==> src/pkg/tmc_defines.svh <==
// Register map, field positions, reset values and timing counts of the timer/counter
`ifndef TMC_DEFINES_SVH
`define TMC_DEFINES_SVH

`define TMC_ADDR_W        8
`define TMC_OFF_CTRL      8'h00
`define TMC_OFF_LOW       8'h04
`define TMC_OFF_HIGH      8'h08
`define TMC_OFF_STAT      8'h0C
`define TMC_OFF_MASK      8'h10

`define TMC_BIT_ENABLE    0
`define TMC_BIT_CSEL      1
`define TMC_BIT_SYNCBYP   2
`define TMC_BIT_OSCEN     3
`define TMC_PS_LSB        4
`define TMC_PS_MSB        5
`define TMC_BIT_CRYSTAL   6
`define TMC_BIT_WIDE      7
`define TMC_BIT_OVF       0

`define TMC_SYNC_N        5
`define TMC_SYNC_EXT      0
`define TMC_SYNC_XTAL     1
`define TMC_SYNC_SYS      2
`define TMC_SYNC_LVL_LSB  3
`define TMC_SYNC_LVL_MSB  4

`define TMC_CTRL_RST      8'h00
`define TMC_COUNT_RST     16'h0000
`define TMC_COUNT_MAX     16'hFFFF
`define TMC_BYTE_RST      8'h00
`define TMC_INSTR_LAST    2'h3
`define TMC_PS_CNT_RST    3'h0
`define TMC_PS_ALL        3'h7
`define TMC_PINS_INPUT    2'h3
`define TMC_PINS_ZERO     2'h0
`define TMC_RD_PAD        24'h000000
`define TMC_FLAG_PAD      7'h00
`define TMC_HTRANS_NONSEQ 2'h2

`endif

==> src/pkg/tmc_pkg.sv <==
// Types shared by the timer/counter design files
`default_nettype none
package tmc_pkg;
    typedef enum logic [1:0] {
        TMC_DP_IDLE  = 2'b00,
        TMC_DP_WRITE = 2'b01,
        TMC_DP_RWAIT = 2'b10,
        TMC_DP_RDONE = 2'b11
    } tmc_dphase_t;
endpackage : tmc_pkg
`default_nettype wire

==> src/rtl/tmc_prescaler.sv <==
// Divide-by-1/2/4/8 prescaler for the count tick
`timescale 1ns/1ps
`default_nettype none
`include "tmc_defines.svh"
module tmc_prescaler
    import tmc_pkg::*;
(
    input  wire logic       i_ref_clk,
    input  wire logic       i_nrst,
    input  wire logic       i_clk_en,
    input  wire logic       i_tick,
    input  wire logic       i_clear,
    input  wire logic [1:0] i_sel,
    output logic            o_tick
);
    logic [2:0] cnt_reg;
    logic [2:0] cnt_next;
    logic [2:0] shifted;
    logic [2:0] div_mask;

    assign shifted  = `TMC_PS_ALL << i_sel;
    assign div_mask = ~shifted; // RQ3
    assign o_tick   = i_tick && ((cnt_reg & div_mask) == div_mask); // RQ3
    // Clear beats a tick so the first full period starts right after the write
    assign cnt_next = i_clear ? `TMC_PS_CNT_RST : (i_tick ? cnt_reg + 3'h1 : cnt_reg); // RQ9

    always_ff @(posedge i_ref_clk or negedge i_nrst) begin
        if (!i_nrst) begin
            cnt_reg <= `TMC_PS_CNT_RST;
        end else if (i_clk_en) begin
            cnt_reg <= cnt_next;
        end
    end
endmodule : tmc_prescaler
`default_nettype wire

==> src/rtl/tmc_timer.sv <==
// Sixteen-bit timer/counter with AHB-Lite register slave
// How it works
// RQ1 - Counting happens only while the enable bit is set; otherwise count holds.
// RQ2 - Source select 0 counts instruction cycles; 1 counts external or crystal rising edges.
// RQ3 - Two-bit prescale field divides the count clock by 1, 2, 4 or 8.
// RQ4 - Sync bypass bit chooses synchronised or raw external counting; ignored internally. Counting here always uses the synchronised path.
// RQ5 - Wide access bit picks buffered 16-bit access or two independent bytes.
// RQ6 - Wide mode: reading the low byte copies live high byte into buffer.
// RQ7 - Wide mode: high writes hit buffer; low write loads all sixteen bits.
// RQ8 - Wide mode: high address always reaches the buffer, never the live byte.
// RQ9 - Low byte writes clear the prescaler; high address writes leave it alone.
// RQ10 - Oscillator enable bit runs the crystal oscillator; off when clear.
// RQ11 - Read-only status bit shows system clock comes from this crystal.
// RQ12 - While enabled both clock pins are inputs, direction ignored, reads give zero.
// RQ13 - Enabled oscillator keeps running in every power-managed mode.
// RQ14 - Control register resets to all zeros.
// RQ15 - Software waits a start-up delay after enabling the oscillator.
// RQ16 - Count wraps FFFF to 0000 and latches the overflow flag; enable gates interrupt.
// RQ17 - Special trigger clears count in timer or sync mode, no flag; writes win.
// RQ18 - Sync counter mode passes external clock through two flops and edge detect.
`timescale 1ns/1ps
`default_nettype none
`include "tmc_defines.svh"
module tmc_timer
    import tmc_pkg::*;
(
    input  wire logic        i_ref_clk,
    input  wire logic        i_nrst,
    input  wire logic        i_clk_en,
    input  wire logic        i_hsel,
    input  wire logic [31:0] i_haddr,
    input  wire logic [1:0]  i_htrans,
    input  wire logic        i_hwrite,
    input  wire logic [2:0]  i_hsize,
    input  wire logic [31:0] i_hwdata,
    input  wire logic        i_hready,
    output logic [31:0]      o_hrdata,
    output logic             o_hreadyout,
    output logic             o_hresp,
    input  wire logic        i_external_count_pin,
    input  wire logic        i_crystal_osc_clk,
    input  wire logic        i_sysclk_on_crystal,
    input  wire logic        i_special_trigger,
    input  wire logic [1:0]  i_port_direction_bits,
    input  wire logic [1:0]  i_pin_levels,
    output logic [1:0]       o_pin_direction,
    output logic [1:0]       o_pin_read,
    output logic             o_crystal_osc_enable,
    output logic             o_irq
);
    // Async inputs: external pin, crystal output, clock status, pin levels
    localparam int NSYNC = `TMC_SYNC_N;

    logic [NSYNC-1:0] async_in;
    logic [NSYNC-1:0] sync2_reg;
    logic [1:0]       pin_levels_sync;
    logic             ext_prev_reg;

    tmc_dphase_t      dp_reg;
    tmc_dphase_t      dp_next;
    logic [7:0]       dp_addr_reg;
    logic [31:0]      hrdata_reg;

    logic             count_enable;
    logic             clock_source_select;
    logic             sync_bypass;
    logic             crystal_osc_enable;
    logic [1:0]       prescale_select;
    logic             wide_access_mode;
    logic [15:0]      count_reg;
    logic [15:0]      count_next;
    logic [7:0]       high_buf_reg;
    logic [7:0]       high_buf_next;
    logic             overflow_flag_reg;
    logic             overflow_flag_next;
    logic             overflow_irq_enable;
    logic [1:0]       instr_div_reg;

    logic             addr_phase;
    logic             wr_act;
    logic             rd_cap;
    logic             sel_ctrl;
    logic             sel_low;
    logic             sel_high;
    logic             sel_stat;
    logic             sel_mask;
    logic             wr_ctrl;
    logic             wr_low;
    logic             wr_high;
    logic             wr_mask;
    logic             rd_low;
    logic             rd_stat;
    logic [7:0]       wdata;
    logic [7:0]       ctrl_view;
    logic [7:0]       rd_val;
    logic             instr_tick;
    logic             ext_level;
    logic             ext_edge;
    logic             src_tick;
    logic             ps_tick;
    logic             inc;
    logic             trig_allowed;
    logic             wrap;

    // Two flops before any logic reads a pin level
    assign async_in = {i_pin_levels, i_sysclk_on_crystal,
                       i_crystal_osc_clk, i_external_count_pin};

    genvar g;
    generate
        for (g = 0; g < NSYNC; g = g + 1) begin : g_sync
            logic stage1_reg;
            logic stage2_reg;

            always_ff @(posedge i_ref_clk or negedge i_nrst) begin
                if (!i_nrst) begin
                    stage1_reg <= 1'b0;
                    stage2_reg <= 1'b0;
                end else if (i_clk_en) begin
                    stage1_reg <= async_in[g];
                    stage2_reg <= stage1_reg;
                end
            end

            assign sync2_reg[g] = stage2_reg;
        end
    endgenerate

    assign pin_levels_sync = sync2_reg[`TMC_SYNC_LVL_MSB:`TMC_SYNC_LVL_LSB];

    // Bus decode
    assign addr_phase = i_hsel && i_htrans[1] && i_hready;
    assign wr_act     = (dp_reg == TMC_DP_WRITE) && i_clk_en;
    assign rd_cap     = (dp_reg == TMC_DP_RWAIT) && i_clk_en;
    assign sel_ctrl   = dp_addr_reg == `TMC_OFF_CTRL;
    assign sel_low    = dp_addr_reg == `TMC_OFF_LOW;
    assign sel_high   = dp_addr_reg == `TMC_OFF_HIGH;
    assign sel_stat   = dp_addr_reg == `TMC_OFF_STAT;
    assign sel_mask   = dp_addr_reg == `TMC_OFF_MASK;
    assign wr_ctrl    = wr_act && sel_ctrl;
    assign wr_low     = wr_act && sel_low;
    assign wr_high    = wr_act && sel_high;
    assign wr_mask    = wr_act && sel_mask;
    assign rd_low     = rd_cap && sel_low;
    assign rd_stat    = rd_cap && sel_stat;
    assign wdata      = i_hwdata[7:0];

    // Reads wait one cycle so a write just before is always seen
    always_comb begin
        dp_next = TMC_DP_IDLE;
        unique case (dp_reg)
            TMC_DP_RWAIT: begin
                dp_next = TMC_DP_RDONE;
            end
            TMC_DP_IDLE,
            TMC_DP_WRITE,
            TMC_DP_RDONE: begin
                if (addr_phase) begin
                    dp_next = i_hwrite ? TMC_DP_WRITE : TMC_DP_RWAIT;
                end
            end
        endcase
    end

    // A frozen data phase holds hreadyout low so no transfer is lost
    assign o_hreadyout = !(dp_reg == TMC_DP_RWAIT) && (i_clk_en || dp_reg == TMC_DP_IDLE);
    assign o_hresp     = 1'b0;
    assign o_hrdata    = hrdata_reg;

    always_ff @(posedge i_ref_clk or negedge i_nrst) begin
        if (!i_nrst) begin
            dp_reg      <= TMC_DP_IDLE;
            dp_addr_reg <= `TMC_BYTE_RST;
        end else if (i_clk_en) begin
            dp_reg <= dp_next;
            if (addr_phase) begin
                dp_addr_reg <= i_haddr[7:0];
            end
        end
    end

    // Read view; bit 6 is live status, never stored
    assign ctrl_view = {wide_access_mode, sync2_reg[`TMC_SYNC_SYS], prescale_select,
                        crystal_osc_enable, sync_bypass, clock_source_select,
                        count_enable}; // RQ11
    assign rd_val = sel_ctrl ? ctrl_view
                  : sel_low  ? count_reg[7:0]
                  : sel_high ? (wide_access_mode ? high_buf_reg : count_reg[15:8]) // RQ8
                  : sel_stat ? {`TMC_FLAG_PAD, overflow_flag_reg}
                  : sel_mask ? {`TMC_FLAG_PAD, overflow_irq_enable}
                  : `TMC_BYTE_RST;

    // Captured once in the wait cycle; stands until the next read
    always_ff @(posedge i_ref_clk or negedge i_nrst) begin
        if (!i_nrst) begin
            hrdata_reg <= {`TMC_RD_PAD, `TMC_BYTE_RST};
        end else if (rd_cap) begin
            hrdata_reg <= {`TMC_RD_PAD, rd_val};
        end
    end

    // Control register; the mask has its own block
    always_ff @(posedge i_ref_clk or negedge i_nrst) begin
        if (!i_nrst) begin
            count_enable        <= 1'b0; // RQ14
            clock_source_select <= 1'b0;
            sync_bypass         <= 1'b0;
            crystal_osc_enable  <= 1'b0;
            prescale_select     <= `TMC_PINS_ZERO;
            wide_access_mode    <= 1'b0;
        end else begin
            if (wr_ctrl) begin
                count_enable        <= wdata[`TMC_BIT_ENABLE];
                clock_source_select <= wdata[`TMC_BIT_CSEL];
                sync_bypass         <= wdata[`TMC_BIT_SYNCBYP];
                crystal_osc_enable  <= wdata[`TMC_BIT_OSCEN];
                prescale_select     <= wdata[`TMC_PS_MSB:`TMC_PS_LSB];
                wide_access_mode    <= wdata[`TMC_BIT_WIDE]; // RQ5
            end
        end
    end

    // Mask kept apart so a control write never disturbs it
    always_ff @(posedge i_ref_clk or negedge i_nrst) begin
        if (!i_nrst) begin
            overflow_irq_enable <= 1'b0;
        end else if (wr_mask) begin
            overflow_irq_enable <= wdata[`TMC_BIT_OVF]; // RQ16
        end
    end

    // Not gated by any power mode, so the crystal keeps running in sleep
    assign o_crystal_osc_enable = crystal_osc_enable; // RQ10 RQ13

    // Pins become inputs and read as zero while counting is enabled
    assign o_pin_direction = count_enable ? `TMC_PINS_INPUT : i_port_direction_bits; // RQ12
    // Readback passes the synchroniser like every other pin, so it lags two clocks
    assign o_pin_read      = count_enable ? `TMC_PINS_ZERO : pin_levels_sync; // RQ12

    // Instruction cycle is four reference clocks
    assign instr_tick = instr_div_reg == `TMC_INSTR_LAST;

    always_ff @(posedge i_ref_clk or negedge i_nrst) begin
        if (!i_nrst) begin
            instr_div_reg <= `TMC_PINS_ZERO;
            ext_prev_reg  <= 1'b0;
        end else if (i_clk_en) begin
            instr_div_reg <= instr_div_reg + 2'h1;
            ext_prev_reg  <= ext_level;
        end
    end

    // Crystal output replaces the pin while the oscillator is on
    assign ext_level = crystal_osc_enable ? sync2_reg[`TMC_SYNC_XTAL] : sync2_reg[`TMC_SYNC_EXT]; // RQ2
    assign ext_edge  = ext_level && !ext_prev_reg; // RQ18
    // Single clock here: bypass mode shares the synchronised path
    assign src_tick  = clock_source_select ? ext_edge : instr_tick; // RQ2 RQ4

    tmc_prescaler u_prescaler (
        .i_ref_clk (i_ref_clk),
        .i_nrst    (i_nrst),
        .i_clk_en  (i_clk_en),
        .i_tick    (src_tick),
        .i_clear   (wr_low),
        .i_sel     (prescale_select),
        .o_tick    (ps_tick)
    );

    assign inc          = count_enable && ps_tick; // RQ1
    // Bypass stands for the asynchronous counter, where the trigger reset is off
    assign trig_allowed = i_special_trigger && !(clock_source_select && sync_bypass); // RQ17
    // A live write or a trigger replaces the increment, so no flag then
    assign wrap         = inc && (count_reg == `TMC_COUNT_MAX) && !wr_low
                          && !(wr_high && !wide_access_mode)
                          && !trig_allowed; // RQ16

    // Writes win over trigger and increment
    assign count_next = wr_low ? {(wide_access_mode ? high_buf_reg : count_reg[15:8]), wdata} // RQ7
                      : (wr_high && !wide_access_mode) ? {wdata, count_reg[7:0]} // RQ8
                      : trig_allowed ? `TMC_COUNT_RST // RQ17
                      : inc ? count_reg + 16'h0001 // RQ16
                      : count_reg; // RQ1

    assign high_buf_next = (wr_high && wide_access_mode) ? wdata // RQ7
                         : (rd_low && wide_access_mode) ? count_reg[15:8] // RQ6
                         : high_buf_reg;

    // Set wins over the read clear
    assign overflow_flag_next = wrap || (overflow_flag_reg && !rd_stat); // RQ16

    // All count state freezes together with the clock enable
    always_ff @(posedge i_ref_clk or negedge i_nrst) begin
        if (!i_nrst) begin
            count_reg         <= `TMC_COUNT_RST;
            high_buf_reg      <= `TMC_BYTE_RST;
            overflow_flag_reg <= 1'b0;
        end else if (i_clk_en) begin
            count_reg         <= count_next;
            high_buf_reg      <= high_buf_next;
            overflow_flag_reg <= overflow_flag_next;
        end
    end

    // Level output: high until the status read or a mask clear
    assign o_irq = overflow_flag_reg && overflow_irq_enable; // RQ16
endmodule : tmc_timer
`default_nettype wire

==> config.mk <==
export PLATFORM = sky130hd
export DESIGN_NAME = tmc_timer
export DESIGN_NICKNAME = d
export VERILOG_FILES = /design/src/pkg/tmc_pkg.sv /design/src/rtl/tmc_prescaler.sv /design/src/rtl/tmc_timer.sv
export VERILOG_INCLUDE_DIRS = /design/src /design/src/pkg
export SDC_FILE = /design/constraint.sdc
export NUM_CORES = 1
export LEC_CHECK = 0
export BUFFER_PORTS_ARGS = -buffer_cell sky130_fd_sc_hd__buf_4
export CORE_MARGIN = 2
export CORE_UTILIZATION = 39
export DETAILED_ROUTE_END_ITERATION = 10
export PLACE_DENSITY_LB_ADDON = 0.2
export SLEW_MARGIN = 20
export SYNTH_ARGS = -nofsm -noshare
export SYNTH_HDL_FRONTEND = slang
export SYNTH_HIERARCHICAL = 1
export SYNTH_SLANG_ARGS = --single-unit
export TNS_END_PERCENT = 5
==> constraint.sdc <==
create_clock -name i_ref_clk -period 2.3 [get_ports i_ref_clk]
set_input_delay 0.115 -clock i_ref_clk [delete_from_list [all_inputs] [get_ports i_ref_clk]]
set_output_delay 0.115 -clock i_ref_clk [all_outputs]
set_load 0.02 [all_outputs]
==> results of run 1 <==
worst max-delay path: stages (launching register included):
cell     delay, ps
dfrtp_2        420
mux2i_2        210
nor2_1          60
mux2_4         270
o21ai_2         60
a21oi_2         40
and2_4         140
or2_4          250
o211a_4        280
and4b_1        200
a221o_1        260
per-layer routing:
metal | track usage (%) | up-vias
met1 | 25.92 | 1655
met2 | 31.84 | 110
met4 | 7.432 | 0
met5 | 0 | -
met3 | 4.825 | 19
li1 | - | 1589
cells in the final DEF (no fill, tap or decap), types with 7 or more instances in the layout:
cell	count
dfrtp_1	66
buf_4	77
nand2_1	34
dlygate4sd3_1	15
a22o_1	7
clkbuf_8	9
inv_1	11
o21ai_0	29
mux2_2	29
conb_1	25
nor2_1	23
a21oi_1	16
nor3_1	9
nand3_1	11
mux2i_1	16
per-stage QoR:
stage	TNS (ps)	total power, mW	setup WS (ps)	area [um2]
after floorplan	0	2.501	1.254	4045
after global placement	-171.2	2.909	-31.16	4498
after detailed placement	-702.6	2.950	-82.86	4498
after CTS	-71.12	3.963	-71.12	4853
after global routing	-98.45	4.198	-80.60	4897
final	-7.488	3.977	-7.488	4897
repair_timing:
action	in CTS	in global routing
hold endpoints to repair	81	0
setup buffers	1	3
resized for setup	1	6
endpoints found under the setup margin	13	13
pin swaps	1	3
gates cloned	0	0
hold buffers	15	0
path summary, 6_finish.rpt:
path                                             end  slack (ps)  depth (start not counted)
worst max-delay path                    count_reg[2]          -7                         10
worst min-delay path                wide_access_mode          50                          2
worst max register to register          count_reg[2]          -7                         10
worst min register to register      instr_div_reg[0]         480                          1
max in group asynchronous       o_crystal_osc_enable        1260                          2
min in group asynchronous               count_reg[9]         390                          2
cell type report:
type | count | share of cell area, %
multi-input combinational | 302 | 42.21
clock inverter | 6 | 1.354
inverter | 11 | 0.8431
timing repair buffer | 94 | 15.33
sequential | 67 | 34.26
tap | 133 | 3.398
clock buffer | 10 | 2.606
synth_stat cells, drive strengths merged, types with 3 or more instances:
| cell | instances |
|---|---|
| a211oi | 7 |
| a21oi | 18 |
| a22o | 7 |
| a2bb2oi | 3 |
| and3 | 3 |
| buf | 32 |
| clkbuf | 14 |
| dfrtp | 67 |
| ha | 3 |
| inv | 11 |
| mux2 | 30 |
| mux2i | 17 |
| nand2 | 34 |
| nand2b | 3 |
| nand3 | 11 |
| nand3b | 4 |
| nand4 | 6 |
| nor2 | 23 |
| nor2b | 3 |
| nor3 | 10 |
| nor4 | 5 |
| o211a | 5 |
| o21ai | 32 |
| o22ai | 3 |
| o31ai | 3 |
| o32a | 5 |
| or2 | 5 |
| xor2 | 6 |
power by group:
part	internal [mW]	total, mW	switching (mW)
Clock	0.500	0.985	0.485
Sequential	1.41	1.66	0.258
Combinational	0.637	1.33	0.690
cell families after synthesis:
group	Yosys count	share of synthesized area, %
and+or+nand+nor	117	15.56
AOI/OAI and AO/OA	103	18.32
DFF	67	42.55
buffers and inverters	57	8.066
muxes	47	12.89
xor gates and xnor gates	7	1.556
adders and majority gates	3	0.9528
other	1	0.09518
==> summary.txt, run 1 <==
Final layout
  • Layout overhead on the synthesized area: 24.29%
  • Layout cells sized above 1: between 20% and 30%
  • # diodes: 0
  • Fin cells: a little over 600
  • Filler instances: a little over 900
  • Sequential Area: ~1700 um2
  • Nets: approximately 570
  • Max FFs per register: 16
  • Multi-input logic area: about 2100 um2
  • Post-route core utilization: 50.10%

Logic synthesis
  • Async SR Flop Fraction: 100.0%
  • Post-synthesis sequential area ratio: between 40% and 50%
  • Post-synth cell types: 65
  • Seq cells post-synth: 67
  • Synth top area share: between 40% and 50%
  • Cells after Synth: roughly 400
  • Synthesized area: approximately 4000 um2
  • Mean area per synthesized cell: a little under 10 um2
  • Ys flop type: dfrtp_1
  • Cell taking the most area after synthesis: dfrtp_1
  • Main area contributors after synthesis: dfrtp_1, mux2_2, buf_4
  • EDFF count, synth: 0
  • Yosys Warn Count: 6

CTS
  • Clock transition at path regs: ~80 ps
  • Later-pin clock latency in the skew report: approximately 360 ps
  • Bufs on Longest Clock Path: 2
  • Inserted Clock Buffers: 9
  • Root Driver: clkbuf_8
  • Htree depth: 3
  • CTS tree: built
  • Clk sink count: 67

Route
  • Vias: 3373
  • Final wirelength: 10.66 mm
  • Met3 wire len: 608 um
  • First drt pass iteration count: 5
  • WL met1: about 4.8 mm
  • Drt via density: between 5 and 6
  • Avg WL per Cell: about 17 um
  • # DRC: 0
  • DR iter-0 viols: 210
  • WL met2: slightly above 5 mm
  • Antenna violation net count after detailed routing: 0
  • Highest metal layer with signal wires: met4

Flow run
  • Max-cap viol count: 0

Power and ir drop
  • Peak VDD IR: between 0.0004 and 0.0005 V
  • Power density over the cells: approximately 810 nW/um2
  • Leak: approximately 2.2 nW

Floorplan
  • I/O pins: around 120
  • Die Ht: 104.5 um
  • Core Box Area: 9774 um2
  • Die Area: ~11000 um2
  • Die width: between 100 and 150 um
  • Initial Utilization: between 40% and 50%
  • Row cnt: 36

Worst setup path
  • Crit Path Category: flop to flop
  • Arrival @ worst endpoint: around 2500 ps
  • CP Launch Type: flop
  • Data required time of the critical path: around 2500 ps
  • CP Max Fanout: 6
  • CP endpoint kind: flop
  • Crit path launch: o_crystal_osc_enable
  • RR Startpoint: o_crystal_osc_enable

GRT
  • Largest net degree at the start of global routing: 68
  • Initial antenna violation count: 0
  • GRT overflow: 0
  • Global-route wire length before repair: between 15 and 20 mm
  • Vias in the first global route: 3279
  • GRT Total Usage: about 20%

Placement
  • RD Place Congestion: ~0.9
  • # port buffers: 45
  • Placed cell count: a little under 600
  • HPWL after DPL: 7.712 mm

Timing
  • Worst hold margin: ~50 ps
  • Fin. max-slew vios: 0
  • Final setup violation count: 1
  • Worst slew pin tran: ~880 ps
  • Slew margin rel.: about two fifths
  • Setup ws final: -7.488 ps
  • Final period util: 100.3%
  • Setup repair after global routing missed its margin: yes
  • Fin Clk Skew: around 14 ps
  • Final Hold Fails: 0
  • Minimum clock period after layout: between 2000 and 2500 ps
  • Fmax: around 430 MHz

Worst hold path
  • Hold path start: i_hwdata[7]
  • Hold Crit Class: primary input to flop

Status
  • Outcome: finished with violations
  • Violated checks: setup timing
(Power assumes the default switching activity.)
==> run 2, diff against run 1 <==
--- a/config.mk
+++ b/config.mk
@@ -8,7 +8,7 @@
 export LEC_CHECK = 0
 export BUFFER_PORTS_ARGS = -buffer_cell sky130_fd_sc_hd__buf_4
 export CORE_MARGIN = 2
-export CORE_UTILIZATION = 39
+export CORE_UTILIZATION = 47
 export DETAILED_ROUTE_END_ITERATION = 10
 export PLACE_DENSITY_LB_ADDON = 0.2
 export SLEW_MARGIN = 20
==> summary.txt, run 2 (synthesis results as in run 1) <==
Final layout
  • Max FFs per register: 16 (unchanged)
  • Layout cells sized above 1: 28.13% (-0.64 points)
  • Layout overhead on the synthesized area: 22.39%
  • Most frequent cells in the layout: buf_4, dfrtp_1, nand2_1, mux2_2, o21ai_0
  • Filler instances: 717 (-22%)
  • # diodes: 0 (unchanged)
  • Nets: 568 (-0.53%)
  • Commonest non-fill, non-tap cell in the layout: buf_4

Status
  • Outcome: finished, final reports clean

Route
  • Vias: 3407 (+1.0%)
  • Antenna violation net count after detailed routing: 0 (unchanged)
  • Avg WL per Cell: 17.71 um (+3.4%)
  • Final wirelength: 10.48 mm (-1.7%)
  • # DRC: 0 (unchanged)
  • Drt via density: 5.755 (+6.3%)
  • DR iter-0 viols: 285 (+36%)
  • First drt pass iteration count: 6 (+1)

Placement
  • RD Place Congestion: 0.9145 (+1.9%)
  • # port buffers: 45 (unchanged)
  • HPWL after DPL: 7.582 mm (-1.7%)

Floorplan
  • Die Ht: 95.56 um (-8.6%)
  • Core Box Area: 8175 um2 (-16%)
  • Initial Utilization: 48.19% (+7.9 points)
  • Die Area: 9132 um2 (-16%)
  • Die width: 95.56 um (-8.6%)
  • Row cnt: 33 (-8.3%)
  • I/O pins: 123 (unchanged)

Worst setup path
  • Worst path top cell family by delay: compound AO/OA/AOI/OAI gates
  • Crit path cell chain: mux2i_2 > nor2_1 > mux2_4 > o21ai_1 > a21oi_1 > and2_4 > or2_4 > o211a_4 > and4b_1 > a221o_1
  • Buf+Inv Stages, Crit Path: 0 (unchanged)
  • Arrival @ worst endpoint: 2500 ps (-40 ps)
  • Critical-path top delay cell: dfrtp_2
  • Data required time of the critical path: 2540 ps (about the same)
  • CP endpoint kind: flop
  • Crit Path Category: flop to flop
  • Worst path depth: 10 (unchanged)
  • Setup crit end: count_reg[2]
  • R2R cell count: 10 (unchanged)
  • CP Launch Type: flop
  • RR Startpoint: o_crystal_osc_enable
  • R2R Setup Slk: 30 ps (+40 ps)
  • CP Max Fanout: 4 (-2)
  • Crit path launch: o_crystal_osc_enable
  • Max incr delay on CP: 410 ps (about the same)
  • Critical R2R Capture: count_reg[2]

Timing
  • Minimum clock period after layout: 2265 ps (-42.14 ps)
  • Fin Clk Skew: 6.135 ps (-7.636 ps)
  • Final Hold Fails: 0 (unchanged)
  • Fmax: 441.4 MHz (+1.9%)
  • Final setup violation count: 0 (-1)
  • Slew margin rel.: 58.84% (+17 points)
  • Fin. max-slew vios: 0 (unchanged)
  • Worst hold margin: 12.90 ps (-37.39 ps)
  • Final period util: 98.49% (-1.8 points)
  • Setup tns final: 0 ps (+7.488 ps)
  • Setup repair after global routing missed its margin: yes
  • Worst slew pin tran: 617.4 ps (-260.5 ps)

GRT
  • Largest net degree at the start of global routing: 47 (-31%)
  • Vias in the first global route: 3313 (+1.0%)
  • Global-route wire length before repair: 17.13 mm (+0.85%)
  • GRT Total Usage: 24.99% (+5.1 points)
  • Initial antenna violation count: 0 (unchanged)
  • GRT overflow: 0 (unchanged)

CTS
  • Clk sink count: 67 (unchanged)
  • Bufs on Longest Clock Path: 2 (unchanged)
  • Clock transition at path regs: 70 ps (about the same)
  • Inserted Clock Buffers: 9 (unchanged)
  • Htree depth: 3 (unchanged)
  • Root Driver: clkbuf_8
  • CTS tree: built
  • Later-pin clock latency in the skew report: 350 ps (about the same)

Flow run
  • Max-cap viol count: 0 (unchanged)

Power and ir drop
  • Peak VDD IR: 0.0004760 V (+1.4%)
  • Leak: 2.226 nW (-0.35%)
  • Power density over the cells: 823.7 nW/um2 (+1.4%)

Worst hold path
  • Hold Crit Class: primary input to flop
run 2: cell count changes in the layout (fill, tap and decap cells not counted), sizes merged:
| cell | change |
|---|---|
| buf | -2 |
| clkinvlp | -2 |
| clkbuf | +1 |
| clkinv | +1 |
| dlygate4sd3 | -1 |
run 2: worst min path at each step:
stage,from,to,cells past startpoint
after CTS,i_haddr[6],dp_addr_reg[6],2
after global routing,i_haddr[6],dp_addr_reg[6],2
after global placement,i_nrst,high_buf_reg[1],1
after floorplan,i_nrst,clock_source_select,0
final,i_haddr[6],dp_addr_reg[6],2
after detailed placement,i_nrst,high_buf_reg[2],1
run 2: worst register-to-register path, cell delays in order, from the launching register on:
cell,delay (ps)
dfrtp_2,410
mux2i_2,200
nor2_1,60
mux2_4,260
o21ai_1,70
a21oi_1,50
and2_4,140
or2_4,250
o211a_4,280
and4b_1,170
a221o_1,250
run 2: routing by layer:
layer / GRT usage, % / wire length [um] / vias up
met4: 8.929 / 202 / 0
li1: - / - / 1581
met1: 32.31 / 4423 / 1651
met3: 6.166 / 785 / 22
met5: 0 / 0 / -
met2: 40.68 / 5071 / 153
run 2: power by group:
part	total, mW	switching (mW)	internal (mW)
clock	0.982	0.458	0.525
sequential	1.66	0.252	1.41
combinational	1.33	0.693	0.638
total	3.97	1.40	2.57
run 2: final cells by class:
type | count | area [um2] | area share (%)
clock inverters | 5 | 52.55 | 1.090
inverters | 11 | 41.29 | 0.8563
repair buffers | 91 | 718.2 | 14.89
well taps | 105 | 131.4 | 2.724
flip-flops and latches | 67 | 1678 | 34.80
multi-input cells | 302 | 2059 | 42.71
clock buffers | 11 | 141.4 | 2.932
run 2: timing repair:
| action | CTS | global route |
|---|---|---|
| pin swaps | 1 | 4 |
| hold endpoints to repair | 56 | 1 |
| setup endpoints to repair | 5 | 15 |
| resized for setup | 0 | 4 |
| buffers inserted | 1 | 0 |
| hold buffers | 13 | 1 |
run 2: stage by stage:
step | utilization, % | cell area, um2 | instances | power [mW] | setup WS, ps
floorplan | - | 4045 | 426 | 2.501 | 1.254
CTS | 58.74 | 4802 | 591 | 3.981 | 17.22
global route | 58.98 | 4822 | 592 | 4.222 | -70.94
finish | 58.98 | 4822 | 592 | 3.972 | 34.65
detailed placement | 54.68 | 4471 | 561 | 2.970 | -32.18
global placement | 54.68 | 4471 | 561 | 2.921 | -1.129
==> run 3, diff against run 2 <==
--- a/config.mk
+++ b/config.mk
@@ -6,9 +6,11 @@
 export SDC_FILE = /design/constraint.sdc
 export NUM_CORES = 1
 export LEC_CHECK = 0
+export ABC_AREA = 1
 export BUFFER_PORTS_ARGS = -buffer_cell sky130_fd_sc_hd__buf_4
 export CORE_MARGIN = 2
 export CORE_UTILIZATION = 47
+export CTS_CLUSTER_DIAMETER = 120
 export DETAILED_ROUTE_END_ITERATION = 10
 export PLACE_DENSITY_LB_ADDON = 0.2
 export SLEW_MARGIN = 20
==> summary.txt, run 3 <==
Route
  • Avg WL per Cell: 13.61 um (-23%)
  • # DRC: 0 (unchanged)
  • Vias: 3786 (+11%)
  • DR iter-0 viols: 183 (-36%)
  • Antenna violation net count after detailed routing: 0 (unchanged)
  • Drt via density: 4.943 (-14%)
  • First drt pass iteration count: 5 (-1)
  • Final wirelength: 10.42 mm (-0.56%)

CTS
  • Later-pin clock latency in the skew report: 360 ps (about the same)
  • Bufs on Longest Clock Path: 2 (unchanged)
  • Htree depth: 3 (unchanged)
  • Root Driver: clkbuf_8
  • Clock transition at path regs: 80 ps (about the same)
  • Clk sink count: 67 (unchanged)
  • Inserted Clock Buffers: 9 (unchanged)
  • CTS tree: built

GRT
  • Vias in the first global route: 3609 (+8.9%)
  • Initial antenna violation count: 0 (unchanged)
  • GRT overflow: 0 (unchanged)
  • GRT Total Usage: 23.52% (-1.5 points)
  • Global-route wire length before repair: 17.82 mm (+4.0%)
  • Largest net degree at the start of global routing: 68 (+45%)

Timing
  • Final setup violation count: 0 (unchanged)
  • Setup repair after global routing missed its margin: no
  • Final period util: 92.19% (-6.3 points)
  • Final Hold Fails: 0 (unchanged)
  • Setup tns final: 0 ps (unchanged)
  • Slew margin rel.: 42.45% (-16 points)
  • Fin. max-slew vios: 0 (unchanged)
  • Fmax: 471.6 MHz (+6.8%)
  • Minimum clock period after layout: 2120 ps (-145.0 ps)
  • Fin Clk Skew: 11.65 ps (+5.515 ps)
  • Worst slew pin tran: 863.2 ps (+245.8 ps)

Logic synthesis
  • Synth top area share: 40.95% (-1.6 points)
  • Post-synthesis sequential area ratio: 40.95% (-1.6 points)
  • Seq cells post-synth: 67 (unchanged)
  • Mean area per synthesized cell: 6.974 um2 (-29%)
  • Top-count cell post-synth: nand2_1
  • Synthesized area: 4094 um2 (+3.9%)
  • Async SR Flop Fraction: 100.0% (unchanged)
  • Cells after Synth: 587 (+46%)
  • Ys flop type: dfrtp_1
  • Top cells by count, synth: nand2_1, dfrtp_1, inv_1, o21ai_0, nor2_1
  • Yosys Warn Count: 6 (unchanged)
  • Main area contributors after synthesis: dfrtp_1, nand2_1, o21ai_0
  • Post-synth cell types: 35 (-46%)
  • EDFF count, synth: 0 (unchanged)
  • Cell taking the most area after synthesis: dfrtp_1

Final layout
  • Post-route cell area: 4826 um2 (about the same)
  • Nets: 739 (+30%)
  • Layout cells sized above 1: 14.13% (-14 points)
  • Filler instances: 853 (+19%)
  • Most frequent cells in the layout: nand2_1, dfrtp_1, inv_1, o21ai_0, buf_4
  • Max FFs per register: 16 (unchanged)
  • Layout overhead on the synthesized area: 17.88%
  • # diodes: 0 (unchanged)
  • Commonest non-fill, non-tap cell in the layout: nand2_1

Placement
  • RD Place Congestion: 0.8880 (-2.9%)
  • Post-DP Area: 4471 um2 (unchanged)
  • # port buffers: 45 (unchanged)
  • HPWL after DPL: 7.618 mm (+0.47%)

Floorplan
  • Die width: 97.33 um (+1.9%)
  • I/O pins: 123 (unchanged)
  • Die Ht: 97.33 um (+1.9%)
  • Die Area: 9473 um2 (+3.7%)
  • Row cnt: 34 (+3.0%)
  • Core Box Area: 8593 um2 (+5.1%)
  • Initial Utilization: 47.64% (-0.55 points)

Worst hold path
  • Worst hold path depth: 3 (+1)
  • Hold Crit Class: primary input to flop

Worst setup path
  • CP endpoint kind: flop
  • R2R cell count: 12 (+2)
  • Crit Path Category: flop to flop
  • Arrival @ worst endpoint: 2370 ps (-130 ps)
  • CP Max Fanout: 9 (+5)
  • CP Launch Type: flop
  • Data required time of the critical path: 2540 ps (about the same)

Power and ir drop
  • Peak VDD IR: 0.0003460 V (-27%)
  • Leak: 2.602 nW (+17%)
  • Final Power: 3.241 mW (-18%)
  • Power density over the cells: 671.6 nW/um2 (-18%)

Status
  • Outcome: finished, final reports clean

Flow run
  • Max-cap viol count: 0 (unchanged)
==> run 3: logic make-up after synthesis <==
| group | count (synthesis) | share of synthesized area [%] |
|---|---|---|
| flops | 67 | 40.95 |
| other cells | 1 | 0.09160 |
| xor+xnor | 7 | 1.498 |
| compound gates | 80 | 10.27 |
| fa+ha+maj | 3 | 0.9170 |
| buf+inv | 101 | 11.80 |
| simple gates | 328 | 34.47 |
==> run 3: where the power goes <==
| group | total [mW] | switching, mW | leakage [nW] | internal, mW |
|---|---|---|---|---|
| clock network | 1.04 | 0.525 | 0.107 | 0.520 |
| logic | 0.739 | 0.468 | 1.61 | 0.272 |
| registers | 1.46 | 0.130 | 0.888 | 1.33 |
| total | 3.24 | 1.12 | 2.60 | 2.12 |
==> run 3: final cells by class <==
cell class / count / area [um2] / area share [%]
well taps: 108 / 135.1 / 2.800
multi-input cells: 443 / 2024 / 41.95
flip-flops and latches: 67 / 1677 / 34.74
clock buffers: 9 / 123.9 / 2.567
repair buffers: 67 / 540.5 / 11.20
clock inverters: 7 / 81.33 / 1.685
inverters: 65 / 244.0 / 5.056
==> run 3: repair_timing <==
action	4_1_cts	5_1_grt
hold buffers	15	0
buffers inserted	0	0
endpoints found under the setup margin	0	13
resized for setup	0	1
endpoints found under the hold margin	82	0
==> run 3: path summary, 6_finish.rpt <==
kind | startpoint | endpoint | slack [ps]
setup / recovery | instr_div_reg[0] | count_reg[1] | 180
hold / removal | i_hwdata[4] | prescale_select[0] | 80
setup reg to reg | instr_div_reg[0] | count_reg[1] | 180
hold reg to reg | g_sync[1].stage2_reg | g_sync[1].stage2_reg | 480
max in group asynchronous | i_nrst | count_reg[6] | 1310
min in group asynchronous | i_nrst | dp_addr_reg[7] | 420
==> run 3: metal layers <==
metal / vias up / track usage (%) / wire length (um)
li1: 1928 / - / -
met1: 1761 / 33.26 / 5239
met2: 81 / 36.65 / 4620
met3: 16 / 3.381 / 327
met4: 0 / 9.295 / 235
met5: - / 0 / 0
==> run 3: per-stage QoR <==
stage / setup WS, ps / hold slack, ps / instances / utilization [%]
floorplan: 499.0 / -180.6 / 611 / -
global placement: 220.5 / 289.0 / 735 / 52.02
detailed placement: 178.1 / 285.5 / 735 / 52.02
CTS: 149.5 / 55.52 / 766 / 56.16
global route: 1.727 / 73.53 / 766 / 56.16
finish: 179.7 / 78.54 / 766 / 56.16
==> run 3: worst max-delay path, stage by stage (launching register included) <==
cell and delay, ps:
dfrtp_1 390, ha_1 150, inv_1 30, o21ai_0 390
nand2_1 130, a21oi_2 130, nand2_1 110, nand3_2 120
nand2_4 130, nor2_8 180, inv_2 110, nand2_1 80
nand2_1 50
